$ cat src/fn_pkg.sv
// constants and carrier types of the serial slave function handler
package fn_pkg;
	// function codes
	localparam logic [7:0] FC_READ_COILS   = 8'h01;
	localparam logic [7:0] FC_READ_DISCR   = 8'h02;
	localparam logic [7:0] FC_READ_HOLD    = 8'h03;
	localparam logic [7:0] FC_READ_INPUT   = 8'h04;
	localparam logic [7:0] FC_WRITE_COIL   = 8'h05;
	localparam logic [7:0] FC_WRITE_REG    = 8'h06;
	localparam logic [7:0] FC_EXC_STATUS   = 8'h07;
	localparam logic [7:0] FC_DIAG         = 8'h08;
	localparam logic [7:0] FC_WRITE_COILS  = 8'h0f;
	localparam logic [7:0] FC_WRITE_REGS   = 8'h10;
	// limits
	localparam logic [15:0] MAX_BITS       = 16'd1970;
	localparam logic [15:0] MAX_WORDS      = 16'd125;
	// diagnostics
	localparam logic [15:0] DIAG_LOOPBACK  = 16'h0000;
	localparam logic [15:0] DIAG_REGISTER  = 16'h0002;
	localparam logic [15:0] DIAG_HOLD_ADDR = 16'd128;
	// exception status coils, zero based addresses 256..263
	localparam logic [15:0] EXC_COIL_BASE  = 16'd256;
	// slave address
	localparam logic [7:0] BCAST_ADDR      = 8'h00;
	localparam logic [7:0] ADDR_MIN        = 8'h01;
	localparam logic [7:0] ADDR_MAX        = 8'hf7;
	// exception codes
	localparam logic [7:0] EX_NONE         = 8'h00;
	localparam logic [7:0] EX_FUNC         = 8'h01;
	localparam logic [7:0] EX_ADDR         = 8'h02;
	localparam logic [7:0] EX_VALUE        = 8'h03;
	localparam logic [7:0] EX_BUSY         = 8'h06;
	localparam logic [7:0] EX_NAK          = 8'h08;
	// trip hold
	localparam int  CLK_MHZ                = 100;
	localparam int  MIN_TRIP_HOLD_MS       = 150;
	localparam int  TRIP_HOLD_CYC          = MIN_TRIP_HOLD_MS * CLK_MHZ * 1000;
	localparam int  PROT_N                 = 8;
	localparam logic [31:0] TRIP_CNT_RST   = 32'h0;

	// decoded request
	typedef struct packed {
		logic [7:0]  slave;
		logic [7:0]  func;
		logic [15:0] addr;
		logic [15:0] qty;
		logic [15:0] data;
	} req_t;

	// response descriptor
	typedef struct packed {
		logic        normal;
		logic [7:0]  func;
		logic [7:0]  exc;
		logic [15:0] addr;
		logic [15:0] qty;
		logic [15:0] data;
	} rsp_t;

	// map lookup answer from the register map
	typedef struct packed {
		logic mapped;
		logic partial;
		logic writable;
	} map_t;
endpackage

$ cat src/fn_handler.sv
// request decoder and response generator of the serial slave
//
// What this block does
// - code 1 reads coils, up to 1970
// - code 2 reads discrete inputs, up to 1970
// - code 3 reads holding words, up to 125
// - code 4 reads input words, up to 125
// - code 5 forces one coil and output
// - code 15 forces up to 1970 coils
// - codes 6 and 16 always rejected, 16 to 125
// - holding registers never change on writes
// - code 7 returns eight exception coils
// - diag subfunction 0 echoes data field
// - diag subfunction 2 returns holding 129
// - broadcast only for codes 5,6,15,16
// - unprocessable query gets exception response
// - unsupported code gives exception 01
// - unmapped register gives exception 02
// - partial object read, codes 3 and 4, gives exception 02
// - write to read-only gives exception 03
// - not ready gives exception 06
// - other diag subfunction gives exception 08
// - pickup annunciation follows pickup condition
// - trip annunciation held minimum time
// - answer only own address 1..247
// - separate broadcast enables, coils, registers
`timescale 1ns/1ps
module fn_handler
	import fn_pkg::*;
#(
	parameter int TRIP_HOLD = TRIP_HOLD_CYC
) (
	// clock and reset
	input  wire logic              clock,
	input  wire logic              rst,
	// configuration
	input  wire logic [7:0]        own_addr,
	input  wire logic              bcast_coil_en,
	input  wire logic              bcast_hold_en,
	input  wire logic              map_ready,
	// request from the frame layer
	input  wire logic              req_valid,
	input  req_t                   req,
	// register map lookup, combinational
	output map_t                   map_query_dummy,
	input  map_t                   map_info,
	input  wire logic [15:0]       diag_word,
	input  wire logic [7:0]        exc_coils,
	// response to the frame layer
	output logic                   rsp_valid,
	output rsp_t                   rsp,
	// coil force strobe
	output logic                   coil_wr,
	output logic [15:0]            coil_addr,
	output logic [15:0]            coil_qty,
	output logic [15:0]            coil_data,
	// protection annunciations
	input  wire logic [PROT_N-1:0] pickup_in,
	input  wire logic [PROT_N-1:0] trip_in,
	output logic [PROT_N-1:0]      pickup_ann,
	output logic [PROT_N-1:0]      trip_ann
);
	typedef struct packed {
		logic              rsp_valid;
		rsp_t              rsp;
		logic              coil_wr;
		logic [15:0]       coil_addr;
		logic [15:0]       coil_qty;
		logic [15:0]       coil_data;
		logic [PROT_N-1:0] pick_s1;
		logic [PROT_N-1:0] pick_s2;
		logic [PROT_N-1:0] trip_s1;
		logic [PROT_N-1:0] trip_s2;
		logic [PROT_N-1:0] pickup_ann;
		logic [PROT_N-1:0] trip_ann;
		logic [PROT_N-1:0][31:0] trip_cnt;
	} state_t;

	state_t s_q;
	state_t s_d;

	function automatic logic qty_ok(input logic [15:0] q, input logic [15:0] lim);
		qty_ok = (q != 16'h0) && (q <= lim);
	endfunction

	logic       is_bcast;
	logic       is_own;
	logic       fc_known;
	logic       bcast_ok;
	logic [7:0] exc;
	logic       do_coil;

	assign map_query_dummy = '0;
	assign is_bcast = (req.slave == BCAST_ADDR);
	assign is_own   = (req.slave == own_addr) && (own_addr >= ADDR_MIN)
		&& (own_addr <= ADDR_MAX);

	always_comb begin
		unique case (req.func)
			FC_READ_COILS, FC_READ_DISCR, FC_READ_HOLD, FC_READ_INPUT,
			FC_WRITE_COIL, FC_WRITE_REG, FC_EXC_STATUS, FC_DIAG,
			FC_WRITE_COILS, FC_WRITE_REGS: fc_known = 1'b1;
			default: fc_known = 1'b0;
		endcase
	end

	// broadcast allowed only for writes, with separate enables
	always_comb begin
		unique case (req.func)
			FC_WRITE_COIL, FC_WRITE_COILS: bcast_ok = bcast_coil_en;
			FC_WRITE_REG, FC_WRITE_REGS:   bcast_ok = bcast_hold_en;
			default:                       bcast_ok = 1'b0;
		endcase
	end

	// exception priority: function, busy, quantity, address, value
	always_comb begin
		exc = EX_NONE;
		if (!fc_known) begin
			exc = EX_FUNC;
		end else if (!map_ready) begin
			exc = EX_BUSY;
		end else begin
			unique case (req.func)
				FC_READ_COILS, FC_READ_DISCR: begin
					if (!qty_ok(req.qty, MAX_BITS)) exc = EX_VALUE;
					else if (!map_info.mapped) exc = EX_ADDR;
				end
				FC_READ_HOLD, FC_READ_INPUT: begin
					if (!qty_ok(req.qty, MAX_WORDS)) exc = EX_VALUE;
					else if (!map_info.mapped) exc = EX_ADDR;
					else if (map_info.partial) exc = EX_ADDR;
				end
				FC_WRITE_COIL: begin
					if (!map_info.mapped) exc = EX_ADDR;
					else if (!map_info.writable) exc = EX_VALUE;
				end
				FC_WRITE_COILS: begin
					if (!qty_ok(req.qty, MAX_BITS)) exc = EX_VALUE;
					else if (!map_info.mapped) exc = EX_ADDR;
					else if (!map_info.writable) exc = EX_VALUE;
				end
				FC_WRITE_REG, FC_WRITE_REGS: begin
					if (req.func == FC_WRITE_REGS && !qty_ok(req.qty, MAX_WORDS))
						exc = EX_VALUE;
					else if (!map_info.mapped) exc = EX_ADDR;
					else exc = EX_VALUE;
				end
				FC_DIAG: begin
					if (req.addr != DIAG_LOOPBACK && req.addr != DIAG_REGISTER)
						exc = EX_NAK;
				end
				default: exc = EX_NONE;
			endcase
		end
	end

	assign do_coil = req_valid && (is_own || (is_bcast && bcast_ok)) && (exc == EX_NONE)
		&& (req.func == FC_WRITE_COIL || req.func == FC_WRITE_COILS);

	always_comb begin
		s_d = s_q;
		s_d.rsp_valid = 1'b0;
		s_d.coil_wr = 1'b0;
		if (do_coil) begin
			s_d.coil_wr   = 1'b1;
			s_d.coil_addr = req.addr;
			s_d.coil_qty  = (req.func == FC_WRITE_COIL) ? 16'h1 : req.qty;
			s_d.coil_data = req.data;
		end
		// broadcasts are processed silently
		if (req_valid && is_own) begin
			s_d.rsp_valid  = 1'b1;
			s_d.rsp.normal = (exc == EX_NONE);
			s_d.rsp.func   = req.func;
			s_d.rsp.exc    = exc;
			s_d.rsp.addr   = req.addr;
			s_d.rsp.qty    = req.qty;
			s_d.rsp.data   = req.data;
			if (req.func == FC_EXC_STATUS) begin
				s_d.rsp.addr = EXC_COIL_BASE;
				s_d.rsp.qty  = 16'd8;
				s_d.rsp.data = {8'h00, exc_coils};
			end
			if (req.func == FC_DIAG && req.addr == DIAG_REGISTER) begin
				s_d.rsp.data = diag_word;
			end
			if (req.func == FC_DIAG && req.addr == DIAG_LOOPBACK) begin
				s_d.rsp.data = req.data;
			end
		end
		// annunciations
		s_d.pick_s1 = pickup_in;
		s_d.pick_s2 = s_q.pick_s1;
		s_d.trip_s1 = trip_in;
		s_d.trip_s2 = s_q.trip_s1;
		s_d.pickup_ann = s_q.pick_s2;
		for (int i = 0; i < PROT_N; i++) begin
			if (s_q.trip_s2[i]) begin
				s_d.trip_cnt[i] = 32'(TRIP_HOLD);
				s_d.trip_ann[i] = 1'b1;
			end else if (s_q.trip_cnt[i] > 32'h1) begin
				s_d.trip_cnt[i] = s_q.trip_cnt[i] - 32'h1;
				s_d.trip_ann[i] = 1'b1;
			end else begin
				s_d.trip_cnt[i] = TRIP_CNT_RST;
				s_d.trip_ann[i] = 1'b0;
			end
		end
	end

	always_ff @(posedge clock) begin
		if (rst) begin
			s_q <= '0;
		end else begin
			s_q <= s_d;
		end
	end

	assign rsp_valid  = s_q.rsp_valid;
	assign rsp        = s_q.rsp;
	assign coil_wr    = s_q.coil_wr;
	assign coil_addr  = s_q.coil_addr;
	assign coil_qty   = s_q.coil_qty;
	assign coil_data  = s_q.coil_data;
	assign pickup_ann = s_q.pickup_ann;
	assign trip_ann   = s_q.trip_ann;
endmodule

$ cat config.mk
export PLATFORM = sky130hd
export DESIGN_NAME = fn_handler
export DESIGN_NICKNAME = d
export VERILOG_FILES = /design/src/fn_pkg.sv /design/src/fn_handler.sv
export SDC_FILE = /design/constraint.sdc
export NUM_CORES = 1
export LEC_CHECK = 0
export ABC_CLOCK_PERIOD_IN_PS = 7400
export BUFFER_PORTS_ARGS = -buffer_cell sky130_fd_sc_hd__buf_4
export CAP_MARGIN = 40
export CORE_MARGIN = 2
export CORE_UTILIZATION = 60
export CTS_CLUSTER_DIAMETER = 150
export DETAILED_ROUTE_END_ITERATION = 8
export GPL_TIMING_DRIVEN = 0
export PLACE_DENSITY = 0.83
export SLEW_MARGIN = 20
export SYNTH_ARGS = -nofsm -noshare
export SYNTH_HDL_FRONTEND = slang
export SYNTH_SLANG_ARGS = --single-unit
$ cat constraint.sdc
create_clock -name clock -period 7.4 [get_ports clock]
set_input_delay 0.37 -clock clock [delete_from_list [all_inputs] [get_ports clock]]
set_output_delay 0.37 -clock clock [all_outputs]
set_load 0.005 [all_outputs]
==> results.md <==
- Post-CTS Setup Bufs: 0
- Pint: 5.543 mW
- Unrepaired setup endpoints after global routing: no
- Maximum Capacitance Violations: 0
- Crit-path cells: or4_1 > nor4_2 > nand3_1 > or4_1 > o21bai_1 > buf_2 > a21oi_1
- Clk pwr share: 24.3%
- Top-level port count: 255
- Global-route wire length before repair: 74.68 mm
- Post-DP HPWL: 34.88 mm
- Worst relative slew slack: 42.08%
- Final setup viols: 0
- CTS Buf Count: 43
- Via density: 5.591
- Vias in the first global route: 15520
- ANT cells: 0
- Top cells by area, synth: dfxtp_1, xnor2_1, nor2_1
- Die height: 179.1 um
- CP Max Fanout: 10
- Cell variety after synth: 60
- WL final: 47.11 mm
- Layout cells sized above 1: 19.03%
- Die area: 32090 um2
- Arrival @ worst endpoint: 3.38 ns
- Setup Skew: 0.02206 ns
- Post-route cell area: 22190 um2
- Crit path largest cell delay: 0.61 ns
- Hold Fails Final Rpt: 0
- Share of the synthesized area in the top cell type: 45.14%
- Sequential area share after synthesis: 45.14%
- Number of buffers added to fix hold violations after cts: 0
- Cells after Synth: 2156
- Cell accounting for the most synthesized area: dfxtp_1
- Outcome: finished, final reports clean
- VDD IR max: 206.3 uV
- DR WL/cell: 16.35 um
- Power Dens Cells: 395.9 nW/um2
- Synthesized flop and latch total: 415
- CTS tree: done
- GP Congestion: 0.9233
- DRT iter0 DRCs: 1074
- Clock Latency Late Sink: 0.55 ns
- Yosys warnings: 0
- Clock Path Buffers: 3
- Cell with the most instances after synthesis: dfxtp_1
- IO Port Bufs: 245
- Sw Pwr: 3.241 mW
- Root Driver: clkbuf_16
- Core ar.: 30430 um2
- Slew Viols, Final: 0
- Part of the power in registers: 38.1%
- Mapped Area: 18400 um2
- Tcrit/Tclk final: 40.14%
- Worst setup EP type: register
- Area Overhead vs Synth: 20.55%
- Worst-path clk slew: 0.06 ns
- Crit start category: register
- Async SR Flop Fraction: 0%
- Number of synthesized flops with an enable pin: 0
- Initial core utilization: 60.48%
- Setup Crit Path Kind: register to register
- Max Clk Rate: 336.7 MHz
- Worst path slowest cell: or4_1
- Router iterations before antenna repair: 5
- Buf/Inv on CP: 1
- GR Overflow Total: 0
- Period minus WS final: 2.970 ns
- Synth top cells by count: dfxtp_1, nor2_1, a21oi_1
- Number of remaining DRC errors: 0
- Final hold slack: 0.03750 ns
- Die X: 179.1 um
- Cell mode on critical path: or4_1
- Post-CTS sizing: 0
- Critical Path RT: 7.81 ns
- Overall global routing resource usage: 28.64%
- Site Rows: 64
- Fin Setup TNS: 0 ns
- Via Count: 16110
- Hold WC Path Type: input pin to register
- Most used DFF post-synth: dfxtp_1
- Least-Margin Pin Slew: 0.8688 ns
- Leak Pwr: 8.977 nW
- Initial antenna violation count: 1
- Detail Route Antenna Nets: 0
- Delay-heaviest family, CP: simple AND/OR/NAND/NOR gates
- Clock sink total: 415
- Htree depth: 2
- Layout net count: 2591
- Pin count of the biggest net entering global routing: 14
- Sw Share: 36.89%
- Combinational Power Share: 37.5%
- Syn avg cell area: 8.536 um2
- Placed cell areas: 20780 um2
-- placed cells by master (no fill, tap or decap), types with 11 or more instances in the layout --
| cell | instances |
|---|---|
| buf_4 | 378 |
| or4_1 | 40 |
| a31oi_1 | 11 |
| nand2_1 | 139 |
| o211ai_1 | 12 |
| clkbuf_8 | 13 |
| nor2b_1 | 40 |
| and2_1 | 15 |
| o21ai_0 | 57 |
| ha_1 | 16 |
| clkbuf_1 | 101 |
| a21oi_1 | 183 |
| or3_1 | 30 |
| nor4_1 | 65 |
| nand3_1 | 62 |
| nor2_1 | 302 |
| nand4_1 | 59 |
| nor3_1 | 88 |
| xor2_1 | 65 |
| o31ai_1 | 12 |
| clkbuf_16 | 43 |
| dfxtp_1 | 415 |
| xnor2_1 | 161 |
| inv_1 | 37 |
-- per-layer routing --
layer	up-vias	GRT usage (%)	share of wire (%)
met4	2	14.08	4.8
li1	7870	-	-
met1	7559	32.07	39
met2	544	51.03	50
met3	133	6.573	6.8
met5	-	0	0.023
-- final timing paths --
| path | startpoint | to | slack (ns) | depth (start not counted) |
|---|---|---|---|---|
| setup / recovery | s_q[3]$_SDFF_PP0_ | s_q[7]$_SDFF_PP0_ | 4.43 | 7 |
| hold / removal | trip_in[5] | s_d[277]$_SDFF_PP0_ | 0.04 | 2 |
| setup reg to reg | s_q[3]$_SDFF_PP0_ | s_q[7]$_SDFF_PP0_ | 4.43 | 7 |
| hold reg to reg | s_d[270]$_SDFF_PP0_ | pickup_ann[6]$_SDFF_PP0_ | 0.42 | 1 |
-- state kept, by name, indices dropped and copies added, names as in the netlist --
| register | flops |
|---|---|
| coil_addr | 16 |
| coil_data | 16 |
| coil_qty | 16 |
| coil_wr | 1 |
| pickup_ann | 8 |
| rsp | 61 |
| rsp_valid | 1 |
| s_d | 24 |
| s_q | 264 |
| trip_ann | 8 |
-- power groups by stage --
stage | clock network (mW) | registers, mW | logic (mW)
CTS | 2.16 | 3.34 | 3.29
finish | 2.14 | 3.35 | 3.30
global placement | 0 | 3.33 | 3.12
detailed placement | 0 | 3.38 | 3.25
global route | 2.25 | 3.43 | 3.69
floorplan | 0 | 3.26 | 2.64
-- final cells by class --
class / count / area [um2]
Sequential cell: 415 / 8308
Buffer: 235 / 1405
Clock inverter: 11 / 116.4
Multi-Input combinational cell: 1468 / 8554
Tap cell: 396 / 495.5
Timing Repair Buffer: 247 / 1852
Clock buffer: 65 / 1289
Inverter: 44 / 165.2
Fill cell: 2308 / 8244
-- stage by stage --
stage / power, mW / setup WS, ns / utilization, % / std cells
3_5_place_dp: 6.625 / 3.965 / 68.29 / 2805
3_3_place_gp: 6.450 / 3.959 / 68.23 / 2803
6_report: 8.784 / 4.430 / 72.91 / 2881
5_1_grt: 9.368 / 4.197 / 72.91 / 2881
2_1_floorplan: 5.903 / 4.616 / - / 2162
4_1_cts: 8.798 / 4.454 / 72.91 / 2881
-- kinds of logic after synthesis --
group,count (synthesis),synth area share [%]
compound gates,309,9.518
xor+xnor,226,10.76
fa+ha+maj,16,1.088
buf+inv,279,8.532
flops,415,45.14
mux,9,0.4895
other cells,1,0.02038
simple gates,901,24.45
(Power assumes the default switching activity.)
